$ cat src/rtl/pfs_consts.svh
// Constants for the pad function select and pull-up block.
// Assumes inclusion by bare name from the package and the top module.
`ifndef PFS_CONSTS_SVH
`define PFS_CONSTS_SVH
`define PFS_PD_W 8
`define PFS_PE_W 2
`define PFS_CS_W 6
`define PFS_SER0_TX_BIT 0
`define PFS_SER0_RX_BIT 1
`define PFS_SER1_TX_BIT 6
`define PFS_SER1_RX_BIT 7
`define PFS_PD_SEL_RST 8'hC0
`define PFS_PE_SEL_RST 2'h3
`define PFS_PD_PUR_RST 8'hFF
`define PFS_PE_PUR_RST 2'h3
`define PFS_PD_DIR_RST 8'h00
`define PFS_PE_DIR_RST 2'h0
`define PFS_PD_DAT_RST 8'h00
`define PFS_PE_DAT_RST 2'h0
`define PFS_BUS_DRIVE_CTL_RST 1'h0
`define PFS_TAP_PUD_RST 1'h0
`endif

$ cat src/rtl/pfs_pkg.sv
// Types for the pad function select and pull-up block.
// Assumes pfs_consts.svh is on the include path.
`include "pfs_consts.svh"
package pfs_pkg;
  typedef struct packed {
    logic [`PFS_PD_W-1:0] dir;
    logic [`PFS_PD_W-1:0] dat;
    logic [`PFS_PD_W-1:0] sel;
    logic [`PFS_PD_W-1:0] pur;
  } pfs_port_d_s;

  typedef struct packed {
    logic [`PFS_PE_W-1:0] dir;
    logic [`PFS_PE_W-1:0] dat;
    logic [`PFS_PE_W-1:0] sel;
    logic [`PFS_PE_W-1:0] pur;
  } pfs_port_e_s;

  typedef struct packed {
    pfs_port_d_s pd;
    pfs_port_e_s pe;
    logic bus_drive_ctl;
    logic tap_pud;
  } pfs_cfg_s;

  typedef struct packed {
    logic [`PFS_PD_W-1:0] out;
    logic [`PFS_PD_W-1:0] oe;
    logic [`PFS_PD_W-1:0] pu;
  } pfs_pad_d_s;

  typedef struct packed {
    logic [`PFS_PE_W-1:0] out;
    logic [`PFS_PE_W-1:0] oe;
    logic [`PFS_PE_W-1:0] pu;
  } pfs_pad_e_s;
endpackage

$ cat src/rtl/pfs_top.sv
// Pad function select, GPIO routing and pull-up control for port D,
// port E and the test-port pads.
// Assumes all inputs synchronous to I_CORE_CLK; pad wires resolved outside.
// Contract
// - Port D pins 0-5 each GPIO input/output
// - Port D 0-5 alternately carry selects two-seven
// - Selects tri-stated on idle bus per drive bit
// - Reset picks GPIO on port D 0-5
// - Port D pull-up off when its bit cleared
// - Serial0 transmit shares port E 0, default
// - Port E bit 0 clear disables pull-up
// - Serial0 receive shares port E 1, input, pulled
// - Port E bit 1 clear disables pull-up
// - Serial1 transmit on port D 6, default
// - Serial1 receive on port D 7, default
// - Port D bit 7 clear disables pull-up
// - Test-port bit set disables mode/data pull-ups
// - Test clock pad has internal pull-down
// - Test output driven only in shift, falling edge
// - Bus drive bit lives in bus control register
`timescale 1ns/1ns
`include "pfs_consts.svh"
module pfs_top
  import pfs_pkg::*;
(
  input wire logic I_CORE_CLK,
  input wire logic I_RESET,
  input wire logic I_CFG_WE,
  input wire pfs_cfg_s I_CFG,
  output pfs_cfg_s O_CFG,
  input wire logic [`PFS_PD_W-1:0] I_PD_PAD,
  output pfs_pad_d_s O_PD,
  output logic [`PFS_PD_W-1:0] O_PD_GPIO_IN,
  input wire logic [`PFS_PE_W-1:0] I_PE_PAD,
  output pfs_pad_e_s O_PE,
  output logic [`PFS_PE_W-1:0] O_PE_GPIO_IN,
  input wire logic [`PFS_CS_W-1:0] I_EXT_SEL_N,
  input wire logic I_EXT_BUS_ACTIVE,
  input wire logic I_SER0_TXD,
  output logic O_SER0_RXD,
  input wire logic I_SER1_TXD,
  output logic O_SER1_RXD,
  input wire logic I_TCK_PAD,
  input wire logic I_TAP_SHIFT,
  input wire logic I_TAP_TDO,
  output logic O_TDO_PAD,
  output logic O_TDO_OE,
  output logic O_TCK_PD,
  output logic O_TMS_PU,
  output logic O_TDI_PU
);

  function automatic logic pick(input logic periph_sel, input logic periph,
                                input logic gpio);
    return periph_sel ? periph : gpio;
  endfunction

  pfs_cfg_s cfg_ff;
  pfs_cfg_s nxt_cfg;
  pfs_pad_d_s pad_d_ff;
  pfs_pad_d_s nxt_pad_d;
  pfs_pad_e_s pad_e_ff;
  pfs_pad_e_s nxt_pad_e;
  logic [`PFS_PD_W-1:0] gpio_d_ff;
  logic [`PFS_PE_W-1:0] gpio_e_ff;
  logic ser0_rxd_ff;
  logic ser1_rxd_ff;
  logic tck_ff;
  logic tdo_ff;
  logic tdo_oe_ff;
  logic nxt_tdo;
  logic nxt_tdo_oe;
  logic tck_fall;
  logic cs_oe;
  logic nxt_ser0_rxd;
  logic nxt_ser1_rxd;
  logic [`PFS_PD_W-1:0] periph_out_d;
  logic [`PFS_PD_W-1:0] periph_oe_d;
  logic [`PFS_PE_W-1:0] periph_out_e;
  logic [`PFS_PE_W-1:0] periph_oe_e;

  // Drive bit sits with the bus control settings in the config word
  assign nxt_cfg = I_CFG_WE ? I_CFG : cfg_ff;

  // Zero keeps selects floating between bus cycles; one drives them always
  assign cs_oe = cfg_ff.bus_drive_ctl | I_EXT_BUS_ACTIVE;

  // Receive pad never drives; its out bit idles high
  assign periph_out_d = {1'b1, I_SER1_TXD, I_EXT_SEL_N};
  assign periph_oe_d = {1'b0, 1'b1, {`PFS_CS_W{cs_oe}}};
  assign periph_out_e = {1'b1, I_SER0_TXD};
  assign periph_oe_e = {1'b0, 1'b1};

  genvar gi;
  generate
    for (gi = 0; gi < `PFS_PD_W; gi++) begin : g_pd
      assign nxt_pad_d.out[gi] = pick(cfg_ff.pd.sel[gi], periph_out_d[gi],
                                      cfg_ff.pd.dat[gi]);
      assign nxt_pad_d.oe[gi] = pick(cfg_ff.pd.sel[gi], periph_oe_d[gi],
                                     cfg_ff.pd.dir[gi]);
    end
    for (gi = 0; gi < `PFS_PE_W; gi++) begin : g_pe
      assign nxt_pad_e.out[gi] = pick(cfg_ff.pe.sel[gi], periph_out_e[gi],
                                      cfg_ff.pe.dat[gi]);
      assign nxt_pad_e.oe[gi] = pick(cfg_ff.pe.sel[gi], periph_oe_e[gi],
                                     cfg_ff.pe.dir[gi]);
    end
  endgenerate

  // Pull-up follows its register bit whatever function owns the pad
  assign nxt_pad_d.pu = cfg_ff.pd.pur;
  assign nxt_pad_e.pu = cfg_ff.pe.pur;

  // Receivers see idle high when the pad is handed to GPIO
  assign nxt_ser0_rxd = cfg_ff.pe.sel[`PFS_SER0_RX_BIT] ?
                        I_PE_PAD[`PFS_SER0_RX_BIT] : 1'b1;
  assign nxt_ser1_rxd = cfg_ff.pd.sel[`PFS_SER1_RX_BIT] ?
                        I_PD_PAD[`PFS_SER1_RX_BIT] : 1'b1;

  // Test clock is sampled, so its edge is seen one core cycle late
  assign tck_fall = tck_ff & ~I_TCK_PAD;
  assign nxt_tdo = tck_fall ? I_TAP_TDO : tdo_ff;
  assign nxt_tdo_oe = tck_fall ? I_TAP_SHIFT : tdo_oe_ff;

  always_ff @(posedge I_CORE_CLK) begin
    if (I_RESET) begin
      cfg_ff.pd.dir <= `PFS_PD_DIR_RST;
      cfg_ff.pd.dat <= `PFS_PD_DAT_RST;
      cfg_ff.pd.sel <= `PFS_PD_SEL_RST;
      cfg_ff.pd.pur <= `PFS_PD_PUR_RST;
      cfg_ff.pe.dir <= `PFS_PE_DIR_RST;
      cfg_ff.pe.dat <= `PFS_PE_DAT_RST;
      cfg_ff.pe.sel <= `PFS_PE_SEL_RST;
      cfg_ff.pe.pur <= `PFS_PE_PUR_RST;
      cfg_ff.bus_drive_ctl <= `PFS_BUS_DRIVE_CTL_RST;
      cfg_ff.tap_pud <= `PFS_TAP_PUD_RST;
    end else begin
      cfg_ff <= nxt_cfg;
    end
  end

  always_ff @(posedge I_CORE_CLK) begin
    if (I_RESET) begin
      pad_d_ff <= '{out: '0, oe: '0, pu: '1};
      pad_e_ff <= '{out: '0, oe: '0, pu: '1};
    end else begin
      pad_d_ff <= nxt_pad_d;
      pad_e_ff <= nxt_pad_e;
    end
  end

  always_ff @(posedge I_CORE_CLK) begin
    if (I_RESET) begin
      gpio_d_ff <= '0;
      gpio_e_ff <= '0;
      ser0_rxd_ff <= 1'b1;
      ser1_rxd_ff <= 1'b1;
    end else begin
      gpio_d_ff <= I_PD_PAD;
      gpio_e_ff <= I_PE_PAD;
      ser0_rxd_ff <= nxt_ser0_rxd;
      ser1_rxd_ff <= nxt_ser1_rxd;
    end
  end

  always_ff @(posedge I_CORE_CLK) begin
    if (I_RESET) begin
      tck_ff <= 1'b0;
      tdo_ff <= 1'b0;
      tdo_oe_ff <= 1'b0;
    end else begin
      tck_ff <= I_TCK_PAD;
      tdo_ff <= nxt_tdo;
      tdo_oe_ff <= nxt_tdo_oe;
    end
  end

  assign O_CFG = cfg_ff;
  assign O_PD = pad_d_ff;
  assign O_PE = pad_e_ff;
  assign O_PD_GPIO_IN = gpio_d_ff;
  assign O_PE_GPIO_IN = gpio_e_ff;
  assign O_SER0_RXD = ser0_rxd_ff;
  assign O_SER1_RXD = ser1_rxd_ff;
  assign O_TDO_PAD = tdo_ff;
  assign O_TDO_OE = tdo_oe_ff;
  // Pull-down is fixed; software has no control over it
  assign O_TCK_PD = 1'b1;
  assign O_TMS_PU = ~cfg_ff.tap_pud;
  assign O_TDI_PU = ~cfg_ff.tap_pud;
endmodule

$ cat config.mk
export PLATFORM = sky130hd
export DESIGN_NAME = pfs_top
export DESIGN_NICKNAME = d
export VERILOG_FILES = /design/src/rtl/pfs_pkg.sv /design/src/rtl/pfs_top.sv
export VERILOG_INCLUDE_DIRS = /design/src /design/src/rtl
export SDC_FILE = /design/constraint.sdc
export NUM_CORES = 1
export LEC_CHECK = 0
export BUFFER_PORTS_ARGS = -buffer_cell sky130_fd_sc_hd__buf_2
export CORE_MARGIN = 2
export CORE_UTILIZATION = 45
export DETAILED_ROUTE_END_ITERATION = 8
export GPL_ROUTABILITY_DRIVEN = 0
export PLACE_DENSITY = 0.91
export SLEW_MARGIN = 25
export SYNTH_ARGS = -nofsm -noshare
export SYNTH_HDL_FRONTEND = slang
export SYNTH_SLANG_ARGS = --single-unit
$ cat constraint.sdc
create_clock -name I_CORE_CLK -period 0.96 [get_ports I_CORE_CLK]
set_clock_uncertainty 0.05 [all_clocks]
set_input_delay 0.048 -clock I_CORE_CLK [delete_from_list [all_inputs] [get_ports I_CORE_CLK]]
set_output_delay 0.048 -clock I_CORE_CLK [all_outputs]
set_load 0.1 [all_outputs]
==> run metrics, run 1 <==
clock buffer count from CTS=9; post-CTS sizing=16; syn avg cell area=11.2 um^2; # Post-CTS Setup Buffers=34; Post-Syn Area=3040 um^2; clock root cell=clkbuf_8; Die Span Y=86.2 um; syn_nets=339; Synth Instances=272; I/O pins=156; die span in x=86.2 um; synthesis warning total=0; area leader, netlist=dfxtp_1; HPWL Detailed=7060 um; failing step=clock tree synthesis; Synth top area share=57.3%; Err=[ERROR DPL-0033] detailed placement checks failed during check placement.; ys flop type=dfxtp_1; CTS sink cnt=87; most frequent cell after synthesis=dfxtp_1; Initial Util=47.1%; status=aborted with a tool error; Seq cells post-synth=87; count of cell types in the netlist=21; Async SR Flop Fraction=0%; PortBufs=154; Post-synth EDFFs=0; H-tree depth=3; CTS Buffer Depth=2; largest cells by area after synthesis=dfxtp_1 57%, mux2i_1 12%, nor2_1 6.4%, nor2b_1 5.3%, a211o_1 4.0%; top cells by count, synth=87 x dfxtp_1, 52 x nor2_1, 36 x mux2i_1; CTS Hold Bufs=62; sequential fraction of the synthesis area=57.3%; row count=29
-- cell families after synthesis --
group / after synthesis / synth area share (%)
simple gates: 97 / 16.2
flops: 87 / 57.3
mux: 36 / 11.8
buf+inv: 29 / 7.69
compound gates: 22 / 6.83
other cells: 1 / 0.123
-- per-stage QoR --
stage | instance area (um^2) | hold WS, ps | setup slack, ps | utilization, % | cells
after global placement | 5390 | 186 | 83.2 | 83.4 | 493
after floorplan | 3230 | 92.2 | -547 | - | 272
after detailed placement | 5390 | 207 | 43.3 | 83.4 | 493
==> inputs of run 2 (changes only) <==
- CORE_UTILIZATION: 45 -> 40
- PLACE_DENSITY: 0.91 -> not set
- PLACE_DENSITY_LB_ADDON: not set -> 0.15
==> run 2 against run 1 <==
Against the previous run: the flow now finishes, with violations (negative setup slack); area after synthesis unchanged; synthesized cell count did not move.
==> run metrics, run 2 <==
status=complete, but fails checks; failing checks=negative setup slack; area grow syn2layout=112%; top cells by count, synth=87 x dfxtp_1, 52 x nor2_1, 36 x mux2i_1; First-pass DRT Iterations=4; multiplexer share of the synthesized area=11.8% (unchanged); Synth Area in Simple Gates=16.2% (unchanged); fin crit period=1150 ps; critical path's slowest cell=dfxtp_4; Post-synth EDFFs=0 (unchanged); DR vias/cell=4.59; commonest cells after routing, fill and taps aside=94 x buf_12, 66 x buf_2, 63 x dlygate4sd3_1; Largest register FFs=42; CP endpoint kind=output pin; largest cells by area after synthesis=dfxtp_1 57%, mux2i_1 12%, nor2_1 6.4%, nor2b_1 5.3%, a211o_1 4.0%; CTS tree=done; final setup vio count=84; DR iter-0 viols=51; GRT overflow=0; worst-path cell chain=clkinvlp_4 -> buf_12; Die ar.=8320 um^2; Final ANT Viol Nets=0; ys flop type=dfxtp_1; final period utilization=120%; Startpoint Class=flip-flop; Initial Util=41.7% (-5.4 points); CTS clk-pin slew, worst paths=100 ps; row count=31 (+6.9%); HPWL Detailed=5900 um (-16%); syn avg cell area=11.2 um^2 (unchanged); # DRC=0; vias in the first global route=3120; DP Worst Slack=88.1 ps (+44.8 ps); worst min path class=input pin to flip-flop; largest net degree at the start of global routing=33; area leader, netlist=dfxtp_1; pwr/cell area=1530 nW/um^2; most frequent cell after synthesis=dfxtp_1; CP max FO=3; RSZ-0062 raised after global routing=true; most common cell after layout, fill and taps aside=buf_12; Seq cells post-synth=87 (unchanged); Fillers=332; Setup crit start=O_CFG[0]$_SDFFE_PP0P_; hold path startpoint=I_EXT_BUS_ACTIVE; count of cell types in the netlist=21 (unchanged); Worst VDD drop=1.08 mV; final worst slack=-188 ps; H-tree depth=3 (unchanged); Pleak=2.84 nW; synthesis warning total=0 (unchanged); Multi-input gate area=1080 um^2; Worst EP arrival=1050 ps; n_diodes=0; fmax=871 MHz; initial antenna violation count=0; fin util=88.6%; Post-Syn Area=3040 um^2 (unchanged); Worst EP required=860 ps; CTS Buffer Depth=2 (unchanged); area of placed instances=5410 um^2 (+0.46%); Synth top area share=57.3% (unchanged); largest family of logic cells by synthesized area=simple AND/OR/NAND/NOR gates; CORE AREA=7290 um^2; Die Span Y=91.2 um (+5.8%); Synth Instances=272 (unchanged); syn_nets=339 (unchanged); clock buffer count from CTS=9 (unchanged); Sequential Area=1950 um^2; clock root cell=clkbuf_8; WS Path Type=flip-flop to output pin; fin nets=579; Fin. Hold Viols=0; CTS sink cnt=87 (unchanged); Max-Cap Viols=0; Tot GR Track Use=24.1%; Routed WL per cell=16.2 um; die span in x=91.2 um (+5.8%); slowest stage delay, CP=380 ps; PortBufs=154 (unchanged); I/O pins=156 (unchanged); final WL=9980 um; Compound-Gate Fraction of Synth Area=6.83% (unchanged); Synth Area in XOR/XNOR=0% (unchanged); Async SR Flop Fraction=0% (unchanged); worst reg2reg path startpoint=O_CFG[2]$_SDFFE_PP1P_; first-pass GRT wire length=15800 um; Finished Cell Area=6460 um^2; vias=2827; ratio of cells with drive above 1 in the final layout=59.6%; adder-cell area share of the yosys netlist=0% (unchanged); sequential fraction of the synthesis area=57.3% (unchanged); Final Slew Violations=0; Clk Latency, worst-skew pair=350 ps
run 2: cell counts after synthesis:
No cell type changed its count.
run 2: worst max-delay path: cells and delay by family, from the launching register on:
kind | cells | cell delay (ps)
buffers and inverters | 2 | 320
flip-flops | 1 | 380
run 2: cell families (layout without fill, tap and decap cells):
kind of cell | after synthesis | after routing
mux | 36 | 36
buf+inv | 29 | 274
other cells | 1 | 1
simple gates | 97 | 97
flops | 87 | 87
compound gates | 22 | 22
run 2: power by group:
| group | internal [W] | leakage [nW] | switching (W) |
|---|---|---|---|
| Sequential | 0.00381 | 0.745 | 0.000222 |
| Clock | 0.000949 | 0.0917 | 0.00137 |
| Combinational | 0.00142 | 2.00 | 0.00210 |
run 2: path summary, 6_finish.rpt:
check,endpoint,slack (ps),depth (start not counted)
worst min-delay path,O_PD[11]$_SDFF_PP0_,20,3
worst min register to register,O_PD[5]$_SDFF_PP1_,430,1
worst max register to register,O_CFG[2]$_SDFFE_PP1P_,-50,3
worst max-delay path,O_TMS_PU,-190,2
run 2: final cells by class:
class,count,share of cell area [%]
clock buffers,9,1.92
clock inverters,7,0.717
inverters,1,0.116
multi-input cells,156,16.8
flip-flops and latches,87,30.2
well taps,99,1.92
repair buffers,257,48.4
run 2: routing by layer:
layer,wire length [um],track usage (%)
met1,3560,23.8
met2,5430,45.1
met3,754,8.38
met4,240,10.5
met5,0,0
run 2: what timing repair did:
item,4_1_cts,5_1_grt
pin swaps,1,4
gates cloned,0,0
gates resized for setup,11,16
endpoints found under the hold margin,65,0
hold buffers,63,0
endpoints found under the setup margin,88,103
buffers inserted,32,1
run 2: through the flow:
step / std cells / setup TNS [ps] / hold slack, ps / power (W)
after CTS: 615 / -2760 / 12.3 / 0.00981
after global placement: 513 / 0 / 187 / 0.00724
final: 616 / -2200 / 18.0 / 0.00988
after floorplan: 272 / -805 / 92.2 / 0.00606
after detailed placement: 513 / 0 / 194 / 0.00730
after global routing: 616 / -4660 / 32.6 / 0.0102
Power figures use the tool's default switching activity.
